--- src/rtl/mlc_consts.vh ---
`ifndef MLC_CONSTS_VH
`define MLC_CONSTS_VH

//------------------------------------------------------------
// Check arithmetic
//------------------------------------------------------------
`define MLC_CRC_PRESET   16'hFFFF
`define MLC_CRC_POLY     16'hA001
`define MLC_LRC_INIT     8'h00
`define MLC_CRC_STEPS    3'h7
`define MLC_CRC_STEP0    3'h0

//------------------------------------------------------------
// Characters and function codes
//------------------------------------------------------------
`define MLC_CH_COLON     8'h3A
`define MLC_CH_CR        8'h0D
`define MLC_CH_LF        8'h0A
`define MLC_CH_ZERO      8'h30
`define MLC_CH_NINE      8'h39
`define MLC_CH_UA        8'h41
`define MLC_CH_UF        8'h46
`define MLC_CH_LA        8'h61
`define MLC_CH_LF_HEX    8'h66
`define MLC_NIB_TEN      4'hA
`define MLC_FUNC_WMR     8'h10
`define MLC_ADDR_BCAST   8'h00

//------------------------------------------------------------
// Header byte positions
//------------------------------------------------------------
`define MLC_IDX_ADDR     3'h0
`define MLC_IDX_FUNC     3'h1
`define MLC_IDX_WC_HI    3'h4
`define MLC_IDX_WC_LO    3'h5
`define MLC_IDX_BCNT     3'h6
`define MLC_HDR_LAST     6'h06
`define MLC_HDR_BYTES    6'h07
`define MLC_IDX_MAX      6'h3F

//------------------------------------------------------------
// Reply sequence
//------------------------------------------------------------
`define MLC_SEQ_START    5'h00
`define MLC_SEQ_RTU_HDR  5'h06
`define MLC_SEQ_RTU_LO   5'h06
`define MLC_SEQ_RTU_HI   5'h07
`define MLC_SEQ_A_HDR    5'h0C
`define MLC_SEQ_A_CHK_HI 5'h0D
`define MLC_SEQ_A_CHK_LO 5'h0E
`define MLC_SEQ_A_CR     5'h0F
`define MLC_SEQ_A_LF     5'h10

//------------------------------------------------------------
// Timing at 50 MHz
//------------------------------------------------------------
`define MLC_SILENCE_MS   20'h0000A
`define MLC_CLK_KHZ      20'h0C350
`define MLC_SILENCE_CYC  (`MLC_SILENCE_MS * `MLC_CLK_KHZ)

`endif

--- src/rtl/mlc_fifo.v ---
`timescale 1ns/1ps
`default_nettype none

module mlc_fifo #(
   parameter WIDTH = 8,
   parameter DEPTH = 32,
   parameter AW    = 5
) (
   input  wire             clock,
   input  wire             rst,
   input  wire             in_valid,
   input  wire [WIDTH-1:0] in_data,
   output wire             in_ready,
   output wire             out_valid,
   output wire [WIDTH-1:0] out_data,
   input  wire             out_ready
);

   //------------------------------------------------------------
   // Storage and pointers
   //------------------------------------------------------------
   reg [WIDTH-1:0] mem_q [0:DEPTH-1];
   reg [AW-1:0]    wr_q;
   reg [AW-1:0]    rd_q;
   reg [AW:0]      cnt_q;

   wire push = in_valid & in_ready;
   wire pop  = out_valid & out_ready;

   // Full and empty from the fill count, so depth need not be a power of two
   assign in_ready  = (cnt_q != DEPTH[AW:0]);
   assign out_valid = (cnt_q != {(AW+1){1'b0}});
   assign out_data  = mem_q[rd_q];

   // Entry write
   always @(posedge clock) begin
      if (push) begin
         mem_q[wr_q] <= in_data;
      end
   end

   // Pointer and count update
   always @(posedge clock) begin
      if (rst) begin
         wr_q  <= {AW{1'b0}};
         rd_q  <= {AW{1'b0}};
         cnt_q <= {(AW+1){1'b0}};
      end else begin
         if (push) begin
            wr_q <= (wr_q == DEPTH[AW-1:0] - 1'b1) ? {AW{1'b0}} : wr_q + 1'b1;
         end
         if (pop) begin
            rd_q <= (rd_q == DEPTH[AW-1:0] - 1'b1) ? {AW{1'b0}} : rd_q + 1'b1;
         end
         if (push && !pop) begin
            cnt_q <= cnt_q + 1'b1;
         end else if (pop && !push) begin
            cnt_q <= cnt_q - 1'b1;
         end
      end
   end

endmodule

`default_nettype wire

--- src/rtl/mlc_frame_check.v ---
`timescale 1ns/1ps
`default_nettype none
`include "mlc_consts.vh"

module mlc_frame_check #(
   parameter            SIL_W          = 20,
   parameter [SIL_W-1:0] SILENCE_CYCLES = `MLC_SILENCE_CYC,
   parameter            FIFO_DEPTH     = 32,
   parameter            FIFO_AW        = 5
) (
   input  wire       clock,
   input  wire       rst,
   input  wire       ascii_mode,
   input  wire       rx_valid,
   input  wire [7:0] rx_data,
   output reg        rx_ready_q,
   output reg        tx_valid_q,
   output reg  [7:0] tx_data_q,
   input  wire       tx_ready,
   output reg        frame_ok_q,
   output reg        check_error_q
);

   //------------------------------------------------------------
   // States
   //------------------------------------------------------------
   localparam [1:0] ST_IDLE  = 2'b00;
   localparam [1:0] ST_SHIFT = 2'b01;
   localparam [1:0] ST_EVAL  = 2'b10;
   localparam [1:0] ST_GEN   = 2'b11;

   reg [1:0]       state_q;
   reg [15:0]      crc_q;
   reg [2:0]       step_q;
   reg             ret_gen_q;
   reg [7:0]       lrc_q;
   reg             in_frame_q;
   reg [7:0]       pend0_q;
   reg [7:0]       pend1_q;
   reg [1:0]       pend_cnt_q;
   reg [3:0]       hi_nib_q;
   reg             nib_q;
   reg [5:0]       byte_idx_q;
   // Eight entries so every three-bit index stays in range
   reg [7:0]       hdr_q [0:7];
   reg [4:0]       seq_q;
   reg [SIL_W-1:0] sil_q;

   //------------------------------------------------------------
   // Helper functions
   //------------------------------------------------------------
   // Hex character to {valid, nibble}; lower case is taken as well
   function [4:0] hex_dec;
      input [7:0] c;
      begin
         if (c >= `MLC_CH_ZERO && c <= `MLC_CH_NINE) begin
            hex_dec = {1'b1, c[3:0]};
         end else if ((c >= `MLC_CH_UA && c <= `MLC_CH_UF) ||
                      (c >= `MLC_CH_LA && c <= `MLC_CH_LF_HEX)) begin
            hex_dec = {1'b1, c[3:0] + 4'h9};
         end else begin
            hex_dec = 5'h00;
         end
      end
   endfunction

   // Nibble to upper-case hex character
   function [7:0] hex_enc;
      input [3:0] n;
      begin
         if (n < `MLC_NIB_TEN) begin
            hex_enc = `MLC_CH_ZERO + {4'h0, n};
         end else begin
            hex_enc = `MLC_CH_UA + {4'h0, n - `MLC_NIB_TEN};
         end
      end
   endfunction

   //------------------------------------------------------------
   // Combinational helpers
   //------------------------------------------------------------
   wire       accept   = rx_valid & rx_ready_q;
   wire       silent   = (sil_q >= SILENCE_CYCLES);
   wire [4:0] dec      = hex_dec(rx_data);
   wire [7:0] rx_byte  = {hi_nib_q, dec[3:0]};
   wire [7:0] lrc_neg  = `MLC_LRC_INIT - lrc_q;
   wire [4:0] a_k      = seq_q - 5'h01;
   wire [7:0] a_src    = hdr_q[a_k[3:1]];
   wire [7:0] wc_lo    = hdr_q[`MLC_IDX_WC_LO];
   wire [7:0] wc_hi    = hdr_q[`MLC_IDX_WC_HI];
   wire [16:0] wc_x2   = {wc_hi, wc_lo, 1'b0};
   wire       is_wmr   = (hdr_q[`MLC_IDX_FUNC] == `MLC_FUNC_WMR);
   wire       bc_ok    = !is_wmr || ((byte_idx_q >= `MLC_HDR_BYTES) &&
                         (wc_x2 == {9'h000, hdr_q[`MLC_IDX_BCNT]}));
   // earlier byte is the low half
   wire       rtu_match = (pend_cnt_q == 2'h2) && (crc_q == {pend0_q, pend1_q});
   wire       asc_match = (pend_cnt_q != 2'h0) && (pend0_q == lrc_neg);
   wire       match     = ascii_mode ? asc_match : rtu_match;

   // Reply byte for the current sequence step
   reg [7:0]  gen_byte;
   reg        gen_last;
   always @* begin
      gen_byte = 8'h00;
      gen_last = 1'b0;
      if (ascii_mode) begin
         if (seq_q == `MLC_SEQ_START) begin
            gen_byte = `MLC_CH_COLON;
         end else if (seq_q <= `MLC_SEQ_A_HDR) begin
            gen_byte = a_k[0] ? hex_enc(a_src[3:0]) : hex_enc(a_src[7:4]);
         end else if (seq_q == `MLC_SEQ_A_CHK_HI) begin
            gen_byte = hex_enc(lrc_neg[7:4]);
         end else if (seq_q == `MLC_SEQ_A_CHK_LO) begin
            gen_byte = hex_enc(lrc_neg[3:0]);
         end else if (seq_q == `MLC_SEQ_A_CR) begin
            gen_byte = `MLC_CH_CR;
         end else begin
            gen_byte = `MLC_CH_LF;
         end
         gen_last = (seq_q == `MLC_SEQ_A_LF);
      end else begin
         if (seq_q < `MLC_SEQ_RTU_HDR) begin
            gen_byte = hdr_q[seq_q[2:0]];
         end else if (seq_q == `MLC_SEQ_RTU_LO) begin
            gen_byte = crc_q[7:0];
         end else begin
            gen_byte = crc_q[15:8];
         end
         gen_last = (seq_q == `MLC_SEQ_RTU_HI);
      end
   end

   //------------------------------------------------------------
   // Reply FIFO and registered output stage
   //------------------------------------------------------------
   wire       fifo_in_ready;
   wire       fifo_out_valid;
   wire [7:0] fifo_out_data;
   wire       fifo_push = (state_q == ST_GEN);
   wire       push_ok   = fifo_push & fifo_in_ready;
   wire       fifo_pop  = fifo_out_valid & (!tx_valid_q | tx_ready);

   mlc_fifo #(
      .WIDTH (8),
      .DEPTH (FIFO_DEPTH),
      .AW    (FIFO_AW)
   ) u_fifo (
      .clock     (clock),
      .rst       (rst),
      .in_valid  (fifo_push),
      .in_data   (gen_byte),
      .in_ready  (fifo_in_ready),
      .out_valid (fifo_out_valid),
      .out_data  (fifo_out_data),
      .out_ready (fifo_pop)
   );

   // Output stage keeps tx ports on flip-flops
   always @(posedge clock) begin
      if (rst) begin
         tx_valid_q <= 1'b0;
         tx_data_q  <= 8'h00;
      end else if (fifo_pop) begin
         tx_valid_q <= 1'b1;
         tx_data_q  <= fifo_out_data;
      end else if (tx_ready) begin
         tx_valid_q <= 1'b0;
      end
   end

   //------------------------------------------------------------
   // Line silence timer
   //------------------------------------------------------------
   // silence delimits RTU frames; saturates to avoid wrap
   always @(posedge clock) begin
      if (rst) begin
         sil_q <= SILENCE_CYCLES;
      end else if (accept) begin
         sil_q <= {SIL_W{1'b0}};
      end else if (!silent) begin
         sil_q <= sil_q + 1'b1;
      end
   end

   //------------------------------------------------------------
   // Frame receive, check and reply sequencer
   //------------------------------------------------------------
   always @(posedge clock) begin
      if (rst) begin
         state_q       <= ST_IDLE;
         crc_q         <= `MLC_CRC_PRESET;
         step_q        <= `MLC_CRC_STEP0;
         ret_gen_q     <= 1'b0;
         lrc_q         <= `MLC_LRC_INIT;
         in_frame_q    <= 1'b0;
         pend0_q       <= 8'h00;
         pend1_q       <= 8'h00;
         pend_cnt_q    <= 2'h0;
         hi_nib_q      <= 4'h0;
         nib_q         <= 1'b0;
         byte_idx_q    <= 6'h00;
         seq_q         <= `MLC_SEQ_START;
         rx_ready_q    <= 1'b1;
         frame_ok_q    <= 1'b0;
         check_error_q <= 1'b0;
      end else begin
         frame_ok_q    <= 1'b0;
         check_error_q <= 1'b0;
         case (state_q)
            ST_IDLE: begin
               if (accept && ascii_mode) begin
                  if (rx_data == `MLC_CH_COLON) begin
                     // Colon opens the frame and is kept out of the sum
                     in_frame_q <= 1'b1;
                     lrc_q      <= `MLC_LRC_INIT;
                     nib_q      <= 1'b0;
                     pend_cnt_q <= 2'h0;
                     byte_idx_q <= 6'h00;
                  end else if (rx_data == `MLC_CH_LF && in_frame_q) begin
                     in_frame_q <= 1'b0;
                     state_q    <= ST_EVAL;
                     rx_ready_q <= 1'b0;
                  end else if (rx_data == `MLC_CH_CR) begin
                     nib_q <= 1'b0;
                  end else if (dec[4] && in_frame_q) begin
                     // pair hex characters into one byte
                     nib_q    <= !nib_q;
                     hi_nib_q <= dec[3:0];
                     if (nib_q) begin
                        pend0_q    <= rx_byte;
                        pend_cnt_q <= 2'h1;
                        // last byte held back as the check field
                        if (pend_cnt_q != 2'h0) begin
                           lrc_q <= lrc_q + pend0_q;
                           if (byte_idx_q <= `MLC_HDR_LAST) begin
                              hdr_q[byte_idx_q[2:0]] <= pend0_q;
                           end
                           if (byte_idx_q != `MLC_IDX_MAX) begin
                              byte_idx_q <= byte_idx_q + 6'h01;
                           end
                        end
                     end
                  end else begin
                     in_frame_q <= 1'b0;
                  end
               end else if (accept) begin
                  // a byte after silence opens a new RTU frame
                  if (!in_frame_q || silent) begin
                     in_frame_q <= 1'b1;
                     crc_q      <= `MLC_CRC_PRESET;
                     byte_idx_q <= 6'h00;
                     pend_cnt_q <= 2'h1;
                     pend0_q    <= rx_data;
                  end else begin
                     pend0_q <= rx_data;
                     pend1_q <= pend0_q;
                     if (pend_cnt_q != 2'h2) begin
                        pend_cnt_q <= pend_cnt_q + 2'h1;
                     end else begin
                        // fold oldest byte into low half
                        crc_q      <= crc_q ^ {8'h00, pend1_q};
                        step_q     <= `MLC_CRC_STEP0;
                        ret_gen_q  <= 1'b0;
                        state_q    <= ST_SHIFT;
                        rx_ready_q <= 1'b0;
                        if (byte_idx_q <= `MLC_HDR_LAST) begin
                           hdr_q[byte_idx_q[2:0]] <= pend1_q;
                        end
                        if (byte_idx_q != `MLC_IDX_MAX) begin
                           byte_idx_q <= byte_idx_q + 6'h01;
                        end
                     end
                  end
               end else if (!ascii_mode && in_frame_q && silent) begin
                  in_frame_q <= 1'b0;
                  state_q    <= ST_EVAL;
                  rx_ready_q <= 1'b0;
               end
            end
            ST_SHIFT: begin
               // zero-fill shift, polynomial on a one out
               crc_q  <= crc_q[0] ? ({1'b0, crc_q[15:1]} ^ `MLC_CRC_POLY)
                                  : {1'b0, crc_q[15:1]};
               step_q <= step_q + 3'h1;
               if (step_q == `MLC_CRC_STEPS) begin
                  state_q    <= ret_gen_q ? ST_GEN : ST_IDLE;
                  rx_ready_q <= !ret_gen_q;
               end
            end
            ST_EVAL: begin
               // mismatch drops the frame with no reply
               if (match && bc_ok) begin
                  frame_ok_q <= 1'b1;
                  if (is_wmr && hdr_q[`MLC_IDX_ADDR] != `MLC_ADDR_BCAST) begin
                     state_q <= ST_GEN;
                     seq_q   <= `MLC_SEQ_START;
                     crc_q   <= `MLC_CRC_PRESET;
                     lrc_q   <= `MLC_LRC_INIT;
                  end else begin
                     state_q    <= ST_IDLE;
                     rx_ready_q <= 1'b1;
                  end
               end else begin
                  check_error_q <= 1'b1;
                  state_q       <= ST_IDLE;
                  rx_ready_q    <= 1'b1;
               end
            end
            ST_GEN: begin
               // fresh check computed over the echoed bytes
               if (push_ok) begin
                  seq_q <= seq_q + 5'h01;
                  if (gen_last) begin
                     state_q    <= ST_IDLE;
                     rx_ready_q <= 1'b1;
                  end else if (!ascii_mode && seq_q < `MLC_SEQ_RTU_HDR) begin
                     crc_q     <= crc_q ^ {8'h00, gen_byte};
                     step_q    <= `MLC_CRC_STEP0;
                     ret_gen_q <= 1'b1;
                     state_q   <= ST_SHIFT;
                  end else if (ascii_mode && seq_q != `MLC_SEQ_START &&
                               seq_q <= `MLC_SEQ_A_HDR && a_k[0]) begin
                     lrc_q <= lrc_q + a_src;
                  end
               end
            end
            default: begin
               state_q    <= ST_IDLE;
               rx_ready_q <= 1'b1;
            end
         endcase
      end
   end

endmodule

`default_nettype wire

--- config.mk ---
export PLATFORM = sky130hd
export DESIGN_NAME = mlc_frame_check
export DESIGN_NICKNAME = d
export VERILOG_FILES = /design/src/rtl/mlc_fifo.v /design/src/rtl/mlc_frame_check.v
export VERILOG_INCLUDE_DIRS = /design/src /design/src/rtl
export SDC_FILE = /design/constraint.sdc
export NUM_CORES = 1
export LEC_CHECK = 0
export BUFFER_PORTS_ARGS = -buffer_cell sky130_fd_sc_hd__buf_4
export CAP_MARGIN = 40
export CORE_ASPECT_RATIO = 1.25
export CORE_MARGIN = 4
export CORE_UTILIZATION = 35
export CTS_BUF_LIST = sky130_fd_sc_hd__clkbuf_16
export CTS_CLUSTER_DIAMETER = 120
export DETAILED_ROUTE_END_ITERATION = 16
export GPL_TIMING_DRIVEN = 1
export PLACE_DENSITY_LB_ADDON = 0.12
export SYNTH_ARGS = -nofsm -noshare
export SYNTH_HDL_FRONTEND = slang
export SYNTH_HIERARCHICAL = 1
export SYNTH_SLANG_ARGS = --single-unit
--- constraint.sdc ---
create_clock -name clock -period 9.9 [get_ports clock]
set_input_delay 1.98 -clock clock [delete_from_list [all_inputs] [get_ports clock]]
set_output_delay 1.98 -clock clock [all_outputs]
set_load 0.005 [all_outputs]
## After elaboration in Yosys (flattened, before gate mapping)

Memory sizes are Yosys's and may differ from the RTL's. A register that Yosys moved wholly into a read port is not among the register bits.
Index checks and enable logic that the tools add are counted.
Widths: inputs -> output; s select.

| word-level totals | value |
|---|---|
| flip-flop bits (word level) | 105 |
| bits in writable memories | 320 |
| bits of input ports | 13 |
| output and inout bits | 12 |
| logic and storage cells | 367 |
| memories kept | 2 |

| operators by class | value |
|---|---|
| $add $sub $neg | 26 |
| order comparisons | 15 |
| equality and inequality tests | 66 |
| multiplexer cells | 159 |
| bitwise logic cells | 15 |
| reductions and logical operators | 62 |

Memory list:

| name | depth | width | rd ports | clocked after memory_dff | write ports | RTL line | RTL |
|---|---|---|---|---|---|---|---|
| u_fifo.mem_q | 32 | 8 | 1 | 1 | 1 | mlc_fifo.v:22 | `reg [WIDTH-1:0] mem_q [0:DEPTH-1];` |
| hdr_q | 8 | 8 | 7 | 1 | 1 | mlc_frame_check.v:45 | `reg [7:0] hdr_q [0:7];` |

Operator list:

| cell | count |
|---|---|
| $mux 8 | 33 |
| $mux 16 | 10 |
| $mux 6 | 13 |
| $pmux 16 s4 | 1 |
| $mux 1 | 54 |
| $mux 2 | 23 |
| $ne 2x2->1 const B | 21 |
| $reduce_and 8->1 | 5 |
| $ne 3x3->1 const B | 13 |
| $mux 19 | 2 |
| $mux 5 | 7 |
| $add 7x4->8 const A | 4 |
| $xor 16x8->16 | 2 |
| $mux 3 | 10 |
| $add 6x4->7 const A | 4 |
| $pmux 8 s3 | 1 |
| $add 20x1->20 const B | 1 |
| $ge 20x19->1 const B | 1 |
| $ne 4x4->1 const B | 5 |
| $logic_and 1x1->1 | 19 |
| $eq 17x8->1 | 1 |
| $add 8x8->8 | 2 |
| $eq 16x16->1 | 1 |
| $eq 8x4->1 const B | 2 |
| other kinds (56) | 108 |

## Depth between registers and ports, before layout

Gate-level depths: netlist of the first run.

| logic depth | value |
|---|---|
| depth in word-level cells | 15 |
| gate-level depth with buffers | 19 |
| depth with buffers taken out | 16 |

## Cells and area by module

The synthesis of the first run kept the hierarchy.

Modules (own cells, without submodules):

| module | times used | cells each | area an instance (um^2) |
|---|---|---|---|
| mlc_fifo | 1 | 632 | 11193.2 |
| mlc_frame_check | 1 | 1170 | 10665.2 |

## Worst setup path after synthesis of the first run

No wires, ideal clock.

| timing path | value |
|---|---|
| path type | flip-flop to flip-flop |
| start | register seq_q[0] |
| end | register crc_q[4] |
| setup time | 137 ps |
| data arrival time | 4869 ps |
| required time | 9763 ps |
| setup slack | 4894 ps |
| stages on the path, launching flop included | 15 |
| clock period less this slack | 5006 ps |
| cell sequence | dfxtp_1 -> clkbuf_1 -> clkinv_1 -> ha_1 -> clkbuf_1 -> clkbuf_1 -> a2111oi_0 -> or4_1 -> buf_2 -> ha_1 -> nand3b_1 -> a311o_1 -> a21oi_1 -> mux2i_1 -> o211ai_1 |

| between the ends | value |
|---|---|
| longest elaborated chain between the ends | 14 |
| elaborated cells between the ends (all ways) | 38 |
| classes of those cells | add/sub (7); order compare (4); eq/ne (7); mux (15); bitwise (1); reduce/logical (3); memory (1) |

RTL lines:

| what | RTL line | RTL |
|---|---|---|
| start, declared | mlc_frame_check.v:46 | `reg [4:0] seq_q;` |
| start signal, assigned | mlc_frame_check.v:202 | `` seq_q <= `MLC_SEQ_START; `` |
| start signal, assigned | mlc_frame_check.v:296 | `` seq_q <= `MLC_SEQ_START; `` |
| start signal, assigned | mlc_frame_check.v:312 | `seq_q <= seq_q + 5'h01;` |
| $sub 4x1->4 | mlc_frame_check.v:87 | `wire [4:0] a_k = seq_q - 5'h01;` |
| $mem_v2 8x8 | - |  |
| $sub 4x4->4 (no line) | - |  |
| $add 7x4->8 (no line) | - |  |
| $mux 8 | mlc_frame_check.v:71 | `` if (n < `MLC_NIB_TEN) begin `` |
| $mux 8 | mlc_frame_check.v:110 | `gen_byte = a_k[0] ? hex_enc(a_src[3:0]) : hex_enc(a_src[7:4]);` |
| $mux 8 | mlc_frame_check.v:109 | `` end else if (seq_q <= `MLC_SEQ_A_HDR) begin `` |
| $mux 8 | mlc_frame_check.v:107 | `` if (seq_q == `MLC_SEQ_START) begin `` |
| $mux 8 (*) | mlc_frame_check.v:106 | `if (ascii_mode) begin` |
| via gen_byte[4] | mlc_frame_check.v:101 | `reg [7:0] gen_byte;` |
| $xor 16x8->16 (*) | mlc_frame_check.v:317 | `crc_q <= crc_q ^ {8'h00, gen_byte};` |
| $mux 16 (*) | mlc_frame_check.v:316 | `` end else if (!ascii_mode && seq_q < `MLC_SEQ_RTU_HDR) begin `` |
| $mux 16 (*) | mlc_frame_check.v:313 | `if (gen_last) begin` |
| $mux 16 (*) | mlc_frame_check.v:311 | `if (push_ok) begin` |
| $pmux 16 s4 (*) | mlc_frame_check.v:209 | `case (state_q)` |
| end signal, assigned | mlc_frame_check.v:250 | `` crc_q <= `MLC_CRC_PRESET; `` |
| end signal, assigned | mlc_frame_check.v:297 | `` crc_q <= `MLC_CRC_PRESET; `` |
| end signal, assigned | mlc_frame_check.v:317 |  |
| end, declared | mlc_frame_check.v:33 | `reg [15:0] crc_q;` |

Mark *: on every way through the listed nets, which the timed path passes. The rest lies on a longest branch. The select of a mux whose other input is x is not followed.
A chain may end at the register's enable or synchronous reset.

## Final worst setup path of the first run

Same ends and word-level chain as after synthesis.

==> results of run 1 <==
## area by class of cell
class | instances | area share (%)
clock buffer | 47 | 4.75
sequential | 441 | 48.7
antenna | 1 | 0.0101
multi-input combinational | 1201 | 37.1
inverter | 54 | 0.829
timing repair buffer | 81 | 2.83
tap | 832 | 4.21
clock inverter | 39 | 1.57
## sequential cells by signal (all words and copies together), names as in the netlist, 6 cells and up, named ones only
name / cells
sil_q: 20
u_fifo/cnt_q: 6
pend0_q: 8
u_fifo/mem_q: 256
crc_q: 16
tx_data_q: 8
byte_idx_q: 6
hdr_q: 64
lrc_q: 8
pend1_q: 8
## kinds of logic after synthesis
logic type,Yosys count
XOR/XNOR,80
buffers and inverters,160
AO/OA/AOI/OAI,377
flip-flops,441
multiplexers,152
adder cells (fa/ha/maj),58
AND/OR/NAND/NOR,534
## where the power goes
group | leakage [nW] | internal (W) | total, W | switching (W)
registers | 3.87 | 0.00207 | 0.00217 | 0.000104
logic | 3.66 | 0.000401 | 0.00103 | 0.000626
clock network | 0.772 | 0.00105 | 0.00179 | 0.000735
## metal layers
layer / part of all wire (%) / up-vias / GRT usage (%) / wire, um
met3: 2.8 / 95 / 2.09 / 1770
met5: 0 / - / 0 / 0
met2: 54 / 274 / 34.9 / 33200
met4: 3.2 / 0 / 5.94 / 2000
li1: - / 6972 / - / -
met1: 40 / 7466 / 21.7 / 25000
## cells in the mapped netlist (all sizes together), types with 10 or more instances
master	number
inv	52
nand4	17
nor2b	22
o21ai	48
a221oi	10
a31oi	18
a2111oi	11
nor2	140
mux2i	87
a21oi	87
dfxtp	121
edfxtp	320
buf	33
nor4	24
mux4	56
and3	31
a22oi	40
xnor2	30
xor2	49
nand2	121
a211oi	34
clkbuf	73
o211ai	14
nor3	41
ha	55
or4	12
nand2b	15
o22ai	16
nand3	54
or3	11
## path summary, 6_finish.rpt
path                            cells after the start      endpoint
worst max-delay path                               12      crc_q[4]
worst min-delay path                                2  tx_data_q[2]
worst max register to register                     12      crc_q[4]
worst min register to register                      2  tx_data_q[2]
## placed cells by master, fill, tap and decap left out, types with 31 or more instances in the layout
cell type and count:
a22oi_1 40, edfxtp_1 320, nand3_1 54, xor2_1 49, ha_1 55, nand2_1 115
mux4_2 42, a211oi_1 31, inv_1 52, buf_4 68, mux2i_1 87, dfxtp_1 119
o21ai_0 44, a21oi_1 86, and3_1 31, nor3_1 38, clkbuf_16 47, nor2_1 138
## metrics by stage
step                      utilization (%)  setup slack (ns)
final                                40.0              4.53
after global routing                 40.0              4.13
after CTS                            40.0              4.60
after detailed placement             37.4              4.37
after global placement               36.8              4.54
after floorplan                         -              4.89
## worst max-delay path, delay by kind of cell, from the launching register on
| kind | cells | cell delay [ns] |
|---|---|---|
| xor+xnor | 1 | 0.69 |
| buf+inv | 1 | 0.48 |
| fa+ha+maj | 2 | 0.77 |
| simple gates | 3 | 0.78 |
| mux | 1 | 0.27 |
| compound gates | 4 | 1.47 |
| flops | 1 | 0.76 |
==> impl_metrics.json, run 1 <==
{
  "stdcell_area_um2": 24700,
  "ioPinCount": 25,
  "dr.pass1.iters": 6,
  "grt_usage_pct": 18.5,
  "final_cells": 2696,
  "synthXorXnorAreaFrac_pct": 3.27,
  "synth_largest_area_cell": "edfxtp_1",
  "min_from": "tx_data_q[2]",
  "synth.top_cell.area_share_pct": 44.0,
  "routed_wl_um": 61900,
  "synth-adder-area-share_pct": 3.42,
  "ys_types": 100,
  "yosys.area_share.simple_pct": 12.6,
  "postCtsSetupBuffers": 0,
  "post_cts_resized": 0,
  "synth_cells": 1802,
  "cts_made_buffers": 46,
  "h-tree-depth": 2,
  "synth_area_per_cell_um2": 12.1,
  "crit_start": "seq_q[0]",
  "drive_above_1_share_pct": 13.6,
  "drt_iter0_drc": 1017,
  "status": "complete, no violations",
  "dp_hpwl_um": 44900,
  "ys.warnings.count": 6,
  "clk_pin_slew_ns": 0.06,
  "wl_per_cell_um": 23.0,
  "rows": 102,
  "period_share_pct": 54.3,
  "yosysSeqAreaShare_pct": 55.0,
  "cpPeakStageDelay_ns": 0.76,
  "setup_viol": 0,
  "tightest_slew_ns": 0.902,
  "synth.area.top_cells": "edfxtp_1 44%, dfxtp_1 11%, mux4_2 4.3%, mux2i_1 4.0%, ha_1 3.1%",
  "placed_area_um2": 23200,
  "regArea_um2": 12000,
  "synth_ff_type": "edfxtp_1",
  "hold_slack_ns": 0.455,
  "place_inst": 2608,
  "grt_max_degree": 68,
  "power.density_nw_per_um2": 201,
  "synth-compound-area-share_pct": 12.0,
  "synth_mux_area_share_pct": 10.5,
  "cts_tree": "built",
  "synth_edf_count": 320,
  "clockRootBuffer": "clkbuf_16",
  "grt.overflow.total": 0,
  "ir_worst_vdd_v": 0.000113,
  "clock_latency_ns": 0.58,
  "fill_cells": 5860,
  "p_total_w": 0.00498,
  "slew_viol_final": 0,
  "syn-num-nets": 1873,
  "ant_nets": 0,
  "p_leak_nw": 8.31,
  "synthToLayoutAreaGrowth_pct": 13.2,
  "required_ns": 10.33,
  "syn_area_um2": 21900,
  "setup_tns_ns": 0,
  "worstPathCellList": "clkinv_1, ha_1, xnor2_1, nand2_1, a211oi_1, or4_1, ha_1, nand3b_1, a311o_1, a21oi_4, mux2i_1, o211ai_1",
  "rsz0062_at_grt": "false",
  "gp_congestion": 0.891,
  "drv_cap": 0,
  "crit_path_max_fanout": 33,
  "worst-setup-path-type": "reg2reg",
  "post-route-min-period_ns": 5.37,
  "die_w_um": 232,
  "slew_headroom_pct": 39.7,
  "cp-start-kind": "register",
  "fmax_mhz": 186,
  "drc_errors": 0,
  "grt_pass1_vias": 15300,
  "rrSetupSlack_ns": 4.53,
  "final.setup_skew_ns": 0.0189,
  "crit-reg2reg-launch": "seq_q[0]",
  "end_kind": "register",
  "clockBufferDepth": 3,
  "worstPathArrival_ns": 5.80,
  "initial_core_util_pct": 35.3,
  "synthArstFlopShare_pct": 0,
  "die_area_um2": 66500,
  "die_h_um": 287,
  "multi_input_area_um2": 9190,
  "hold_violations": 0,
  "crit_slowest_cell": "dfxtp_1",
  "ys_seq_elements": 441,
  "holdBufCountCts": 0,
  "antenna_found_initial": 0,
  "cts.sink_count": 441,
  "vias": 14800,
  "portBuffers": 24,
  "core_area_um2": 61900,
  "hp-class": "reg2reg",
  "grt_pass1_wl_um": 95000,
  "synth_top_family_by_area": "simple AND/OR/NAND/NOR gates",
  "cpMostUsedCell": "ha_1",
  "nets": 1896,
  "drt-vias-per-instance": 5.49
}
(Power assumes the default switching activity.)
==> run 2: changes to the inputs <==
--- a/config.mk
+++ b/config.mk
@@ -6,6 +6,7 @@
 export SDC_FILE = /design/constraint.sdc
 export NUM_CORES = 1
 export LEC_CHECK = 0
+export ABC_AREA = 1
 export BUFFER_PORTS_ARGS = -buffer_cell sky130_fd_sc_hd__buf_4
 export CAP_MARGIN = 40
 export CORE_ASPECT_RATIO = 1.25
==> constraint.sdc (replaced) <==
create_clock -name clock -period 4.36 [get_ports clock]
set_input_delay 0.872 -clock clock [delete_from_list [all_inputs] [get_ports clock]]
set_output_delay 0.872 -clock clock [all_outputs]
set_load 0.005 [all_outputs]
==> run 2 against run 1 <==
Net effect: sequential share of layout area shrank 1.5 points; first-iteration DRC count down 3.6%; utilization fell by 0.29 points; combinational power grew to 4.3 times the previous value; synthesized area increased by 3.6%; sequential cell count stayed put; die area rose by 3.4%; fmax grew 41%; sequential power grew 140%; critical path depth rose by 12; critical path type unchanged; critical endpoint is now lrc_q[7]; highest routed layer unchanged.
==> impl_metrics.json, run 2 <==
{
  "status": "complete, no violations",
  "die_h_um": 292,
  "post_cts_resized": 0,
  "crit-reg2reg-launch": "seq_q[0]",
  "synth_ff_type": "edfxtp_1",
  "cts_made_buffers": 48,
  "end_kind": "register",
  "rows": 104,
  "clk_pin_slew_ns": 0.06,
  "yosysMostFrequentCell": "nand2_1",
  "synthToLayoutAreaGrowth_pct": 12.7,
  "holdBufCountCts": 0,
  "stdcell_area_um2": 25500,
  "slew_headroom_pct": 44.5,
  "yosysSeqAreaShare_pct": 53.2,
  "setup_tns_ns": 0,
  "synth_area_per_cell_um2": 8.72,
  "worst-setup-path-type": "reg2reg",
  "grt.overflow.total": 0,
  "hold_violations": 0,
  "period_share_pct": 87.5,
  "min_from": "step_q[1]",
  "core_area_um2": 64300,
  "worstPathArrival_ns": 4.34,
  "required_ns": 4.88,
  "tightest_slew_ns": 0.831,
  "synth.top_cell.area_share_pct": 42.5,
  "placed_area_um2": 23800,
  "wl_met3_um": 2130,
  "largest_reg_flops": 256,
  "rrSetupSlack_ns": 0.54,
  "wl_met1_um": 26800,
  "syn-num-nets": 2668,
  "grt_pass1_vias": 17700,
  "dr.max_layer_used": "met4",
  "diodes": 0,
  "cts_tree": "built",
  "postCtsSetupBuffers": 0,
  "hp-class": "reg2reg",
  "internal_power_w": 0.00887,
  "grt_max_degree": 111,
  "place_inst": 3441,
  "ioPinCount": 25,
  "slew_viol_final": 0,
  "wl_met2_um": 35300,
  "fmax_mhz": 262,
  "ant_nets": 0,
  "drv_cap": 0,
  "routed_wl_um": 66800,
  "cp-start-kind": "register",
  "synth_common_cells": "763 x nand2_1, 320 x edfxtp_1, 297 x nand3_1, 208 x inv_1, 153 x o21ai_0",
  "clockBufferDepth": 3,
  "drc_errors": 0,
  "synthArstFlopShare_pct": 0,
  "clkPwrFrac_pct": 31.4,
  "final.setup_skew_ns": 0.0121,
  "ir_worst_vdd_v": 0.000273,
  "power.density_nw_per_um2": 549,
  "regMostFlops": "u_fifo/mem_q",
  "switching_power_w": 0.00513,
  "h-tree-depth": 2,
  "portBuffers": 24,
  "drt-vias-per-instance": 5.07,
  "swShare_pct": 36.6,
  "antenna_found_initial": 0,
  "synth_cells": 2597,
  "crit_path_max_fanout": 21,
  "die_area_um2": 68800,
  "synth_largest_area_cell": "edfxtp_1",
  "gp_congestion": 0.880,
  "syn_area_um2": 22600,
  "dr.pass1.iters": 6,
  "initial_core_util_pct": 35.2,
  "rsz0062_at_grt": "false",
  "synth.area.top_cells": "edfxtp_1 42%, nand2_1 13%, dfxtp_1 11%, nand3_1 6.6%, inv_1 3.4%",
  "grt_pass1_wl_um": 103000,
  "ys.warnings.count": 6,
  "ys_seq_elements": 441,
  "drt_iter0_drc": 980,
  "pwr-share-comb_pct": 31.7,
  "final_common_cell": "nand2_1",
  "setup_ws_ns": 0.545,
  "final_cells": 3529,
  "grt_usage_pct": 19.0,
  "cts.sink_count": 441,
  "p_leak_nw": 10.3,
  "crit_start": "seq_q[0]",
  "setup_viol": 0,
  "nets": 2714,
  "clock_latency_ns": 0.59,
  "ys_types": 61,
  "dp_hpwl_um": 46700,
  "vias": 17900,
  "clockRootBuffer": "clkbuf_16",
  "die_w_um": 235,
  "pwr-share-seq_pct": 36.9,
  "drive_above_1_share_pct": 9.66,
  "fin_util_pct": 39.7,
  "dp_slack_ns": 0.633,
  "synth_edf_count": 320,
  "final_cell_mix": "763 x nand2_1, 320 x edfxtp_1, 297 x nand3_1, 216 x inv_1, 153 x o21ai_0",
  "wl_per_cell_um": 18.9,
  "post-route-min-period_ns": 3.82
}
-- run 2: metrics by stage --
step	power, W	hold WS, ns
after floorplan	0.00841	0.441
after global placement	0.00966	0.453
after detailed placement	0.00974	0.464
after CTS	0.0142	0.473
after global routing	0.0150	0.503
final	0.0140	0.469
-- run 2: final timing paths --
check	depth (start not counted)	endpoint
worst min-delay path	2	step_q[1]
worst max register to register	24	lrc_q[7]
worst max-delay path	24	lrc_q[7]
worst min register to register	2	step_q[1]
-- run 2: power by group through the flow --
stage          logic (W)  registers [W]  clock network (W)
6_report         0.00444        0.00517            0.00440
5_1_grt          0.00504        0.00521            0.00471
4_1_cts          0.00450        0.00517            0.00452
3_5_place_dp     0.00448        0.00526                  0
3_3_place_gp     0.00441        0.00526                  0
2_1_floorplan    0.00333        0.00508                  0
-- run 2: logic make-up (layout without fill, tap and decap cells) --
kind of cell             count (synthesis)  count (layout)  share of synthesized area [%]
flip-flops                             441             441                           53.2
adder cells (fa/ha/maj)                 58              58                           3.31
buffers and inverters                  337             421                           6.89
XOR/XNOR                                29              29                           1.12
AO/OA/AOI/OAI                          371             371                           9.23
AND/OR/NAND/NOR                       1353            1353                           25.9
multiplexers                             8               8                          0.354
-- run 2: per-layer routing --
layer | vias to the layer above | GRT usage [%]
met4 | 0 | 7.15
met1 | 8518 | 22.0
met2 | 349 | 35.6
met3 | 125 | 2.50
met5 | - | 0
li1 | 8911 | -
-- run 2: final cells by class --
class	count	area, um2
Timing Repair Buffer	96	764
Multi-Input combinational cell	1819	9040
Clock inverter	39	475
Fill cell	6498	38800
Clock buffer	49	1230
Inverter	237	901
Sequential cell	441	12000
Tap cell	848	1060
-- run 2: worst max-delay path, stage by stage, from the launching register on --
cell and delay (ns):
dfxtp_1 0.53, inv_2 0.18, ha_1 0.38, buf_4 0.22
o21ai_0 0.19, nand2_1 0.07, nand2_1 0.06, nand2_1 0.06
nand2_1 0.15, inv_1 0.11, ha_1 0.33, nand3_1 0.10
nand3_1 0.09, nand2_1 0.08, inv_1 0.05, or2_2 0.27
a21oi_1 0.19, nor2_1 0.08, nor2_1 0.08, o21ai_0 0.10
nand2_1 0.08, nand2_1 0.04, o21ai_0 0.14, nor2_1 0.06
nor2_1 0.10
==> run 3: changes to the inputs <==
--- a/config.mk
+++ b/config.mk
@@ -11,13 +11,13 @@
 export CAP_MARGIN = 40
 export CORE_ASPECT_RATIO = 1.25
 export CORE_MARGIN = 4
-export CORE_UTILIZATION = 35
+export CORE_UTILIZATION = 40
 export CTS_BUF_LIST = sky130_fd_sc_hd__clkbuf_16
 export CTS_CLUSTER_DIAMETER = 120
 export DETAILED_ROUTE_END_ITERATION = 16
 export GPL_TIMING_DRIVEN = 1
 export PLACE_DENSITY_LB_ADDON = 0.12
+export RECOVER_POWER = 50
 export SYNTH_ARGS = -nofsm -noshare
 export SYNTH_HDL_FRONTEND = slang
-export SYNTH_HIERARCHICAL = 1
 export SYNTH_SLANG_ARGS = --single-unit
==> run 3 against run 2 <==
Net effect: the run now ends with max-capacitance violations, max-slew violations left; setup slack worse by 0.038 ns; combinational power up 8.1%; wire length is 3.6% lower; synthesized cell count fell by 7.0%; critical path type unchanged.
==> impl_metrics.json, run 3 <==
{
  "status": "finished with violations",
  "violations": "max-capacitance violations, max-slew violations",
  "cpLargestDelayFamily": "simple AND/OR/NAND/NOR gates",
  "largest_reg_flops": 256,
  "worst-setup-path-type": "reg2reg",
  "setup_ws_ns": 0.507,
  "synth_largest_area_cell": "edfxtp_1",
  "synthToLayoutAreaGrowth_pct": 11.0,
  "final.setup_skew_ns": 0.0203,
  "grt_pass1_vias": 16800,
  "required_ns": 4.56,
  "grt_max_degree": 70,
  "setup_viol": 0,
  "ir_worst_vdd_v": 0.000322,
  "portBuffers": 24,
  "period_share_pct": 88.4,
  "ant_nets": 0,
  "diodes": 0,
  "wl_per_cell_um": 20.0,
  "final_common_cell": "nand2_1",
  "core_area_um2": 54100,
  "grt_usage_pct": 21.4,
  "end_kind": "register",
  "place_inst": 3130,
  "crit_slowest_cell": "nor2_1",
  "path_buf_inv": 0,
  "ioPinCount": 25,
  "initial_core_util_pct": 40.6,
  "ys_seq_elements": 436,
  "final_cells": 3215,
  "drc_errors": 0,
  "synth_common_cells": "414 x nand2_1, 320 x edfxtp_1, 292 x nor2_1, 270 x o21ai_0, 217 x inv_1",
  "dp_hpwl_um": 45000,
  "synth_ff_type": "edfxtp_1",
  "rsz0062_at_grt": "false",
  "synth_area_per_cell_um2": 9.09,
  "worstPathArrival_ns": 4.05,
  "drt-vias-per-instance": 5.38,
  "ys_types": 65,
  "synth.area.top_cells": "edfxtp_1 44%, dfxtp_1 11%, nand2_1 7.1%, o21ai_0 6.2%, nor2_1 5.0%",
  "cts_made_buffers": 46,
  "slew_headroom_pct": -20.7,
  "synth.top_cell.area_share_pct": 43.8,
  "syn_area_um2": 21900,
  "min_from": "hi_nib_q[3]",
  "slew_viol_final": 33,
  "nets": 2521,
  "vias": 17300,
  "clockRootBuffer": "clkbuf_16",
  "cts.sink_count": 436,
  "post_cts_resized": 0,
  "ff2ff_path_depth": 11,
  "gp_congestion": 0.913,
  "regMostFlops": "u_fifo.mem_q",
  "die_w_um": 218,
  "clk_pin_slew_ns": 0.06,
  "clock_latency_ns": 0.59,
  "dr.pass1.iters": 5,
  "die_h_um": 270,
  "rows": 95,
  "r2r_end": "hdr_q[6][3]",
  "worstPathCellList": "o21ai_0, nand3_1, nand3_1, nand2_1, nor2_1, nand2_1, nor2_1, nand2_4, nand2_1, nand2_1, nor2_1",
  "hold_slack_ns": 0.461,
  "ys.warnings.count": 0,
  "fill_cells": 5311,
  "synth_cells": 2414,
  "dp_slack_ns": 0.720,
  "drv_cap": 2,
  "whs_path_depth": 2,
  "holdPathEnd": "hi_nib_q[3]",
  "cpMostUsedCell": "nand2_1",
  "cpPeakStageDelay_ns": 0.74,
  "drt_iter0_drc": 1271,
  "holdBufCountCts": 0,
  "postCtsSetupBuffers": 0,
  "final_cell_mix": "416 x nand2_1, 320 x edfxtp_1, 296 x nor2_1, 272 x o21ai_0, 224 x inv_1",
  "hp-class": "reg2reg",
  "drive_above_1_share_pct": 8.20,
  "cts_tree": "built",
  "yosysSeqAreaShare_pct": 54.4,
  "routed_wl_um": 64400,
  "crit_path_max_fanout": 15,
  "crit-reg2reg-launch": "sil_q[5]",
  "fmax_mhz": 260,
  "p_leak_nw": 9.22,
  "post-route-min-period_ns": 3.85,
  "hold_violations": 0,
  "power.density_nw_per_um2": 566,
  "syn-num-nets": 2484,
  "yosysMostFrequentCell": "nand2_1",
  "h-tree-depth": 2,
  "die_area_um2": 58700,
  "cp-start-kind": "register",
  "rrSetupSlack_ns": 0.51,
  "setup_tns_ns": 0,
  "grt.overflow.total": 0,
  "p_total_w": 0.0138,
  "grt_pass1_wl_um": 98400,
  "tightest_slew_ns": 1.81,
  "clockBufferDepth": 3,
  "synth_edf_count": 320,
  "antenna_found_initial": 0,
  "synthArstFlopShare_pct": 0
}
==> run 3: cell count changes after synthesis, sizes merged, moves of 17 or more <==
cell,previous run,this run
buf,72,26
clkbuf,28,73
nand2,792,452
nand3,298,113
nand4,21,38
nor2,162,305
o21ai,178,297
o221ai,5,26
o22ai,8,52
==> run 3: final cells by class <==
class / instances / area, um2 / area share (%)
multi-input combinational: 1646 / 8610 / 35.3
timing repair buffer: 88 / 551 / 2.26
clock buffer: 47 / 1180 / 4.83
clock inverter: 38 / 292 / 1.20
inverter: 233 / 888 / 3.65
tap: 727 / 910 / 3.73
sequential: 436 / 11900 / 49.0
==> run 3: worst max path at each step <==
stage              start                   to  cells past startpoint
6_report        sil_q[5]          hdr_q[6][3]                     11
3_3_place_gp    seq_q[0]  u_fifo.mem_q[12][4]                     15
5_1_grt        sil_q[10]          hdr_q[6][3]                     11
4_1_cts         seq_q[0]             lrc_q[6]                     20
2_1_floorplan   seq_q[0]             lrc_q[6]                     22
3_5_place_dp    seq_q[0]             lrc_q[6]                     22
==> run 3: worst min-delay path, stage by stage (launching register included) <==
cell and delay, ns:
dfxtp_1 0.30, inv_1 0.06, a21oi_1 0.06
==> run 3: power by group <==
group / switching [W] / leakage [nW] / internal (W)
sequential: 0.000380 / 3.84 / 0.00481
combinational: 0.00329 / 4.63 / 0.00151
clock: 0.00166 / 0.743 / 0.00215
==> run 3: routing by layer <==
| metal | up-vias | track usage (%) | wire length, um |
|---|---|---|---|
| met4 | 0 | 7.79 | 2530 |
| li1 | 8451 | - | - |
| met1 | 8282 | 24.6 | 25300 |
| met5 | - | 0 | 0 |
| met2 | 415 | 40.2 | 34100 |
| met3 | 133 | 2.71 | 2470 |
==> run 3: kinds of logic after synthesis <==
kind of cell	count (synthesis)	share of synthesized area [%]
compound gates	572	14.9
flops	436	54.4
fa+ha+maj	57	3.35
xor+xnor	33	1.32
simple gates	976	19.5
buf+inv	332	6.16
mux	8	0.365
==> run 3: stage by stage <==
stage | cell area (um2) | util [%]
after global placement | 23100 | 42.6
after detailed placement | 23100 | 42.7
final | 24400 | 45.0
after global routing | 24400 | 45.0
after floorplan | 21900 | -
after CTS | 24500 | 45.4
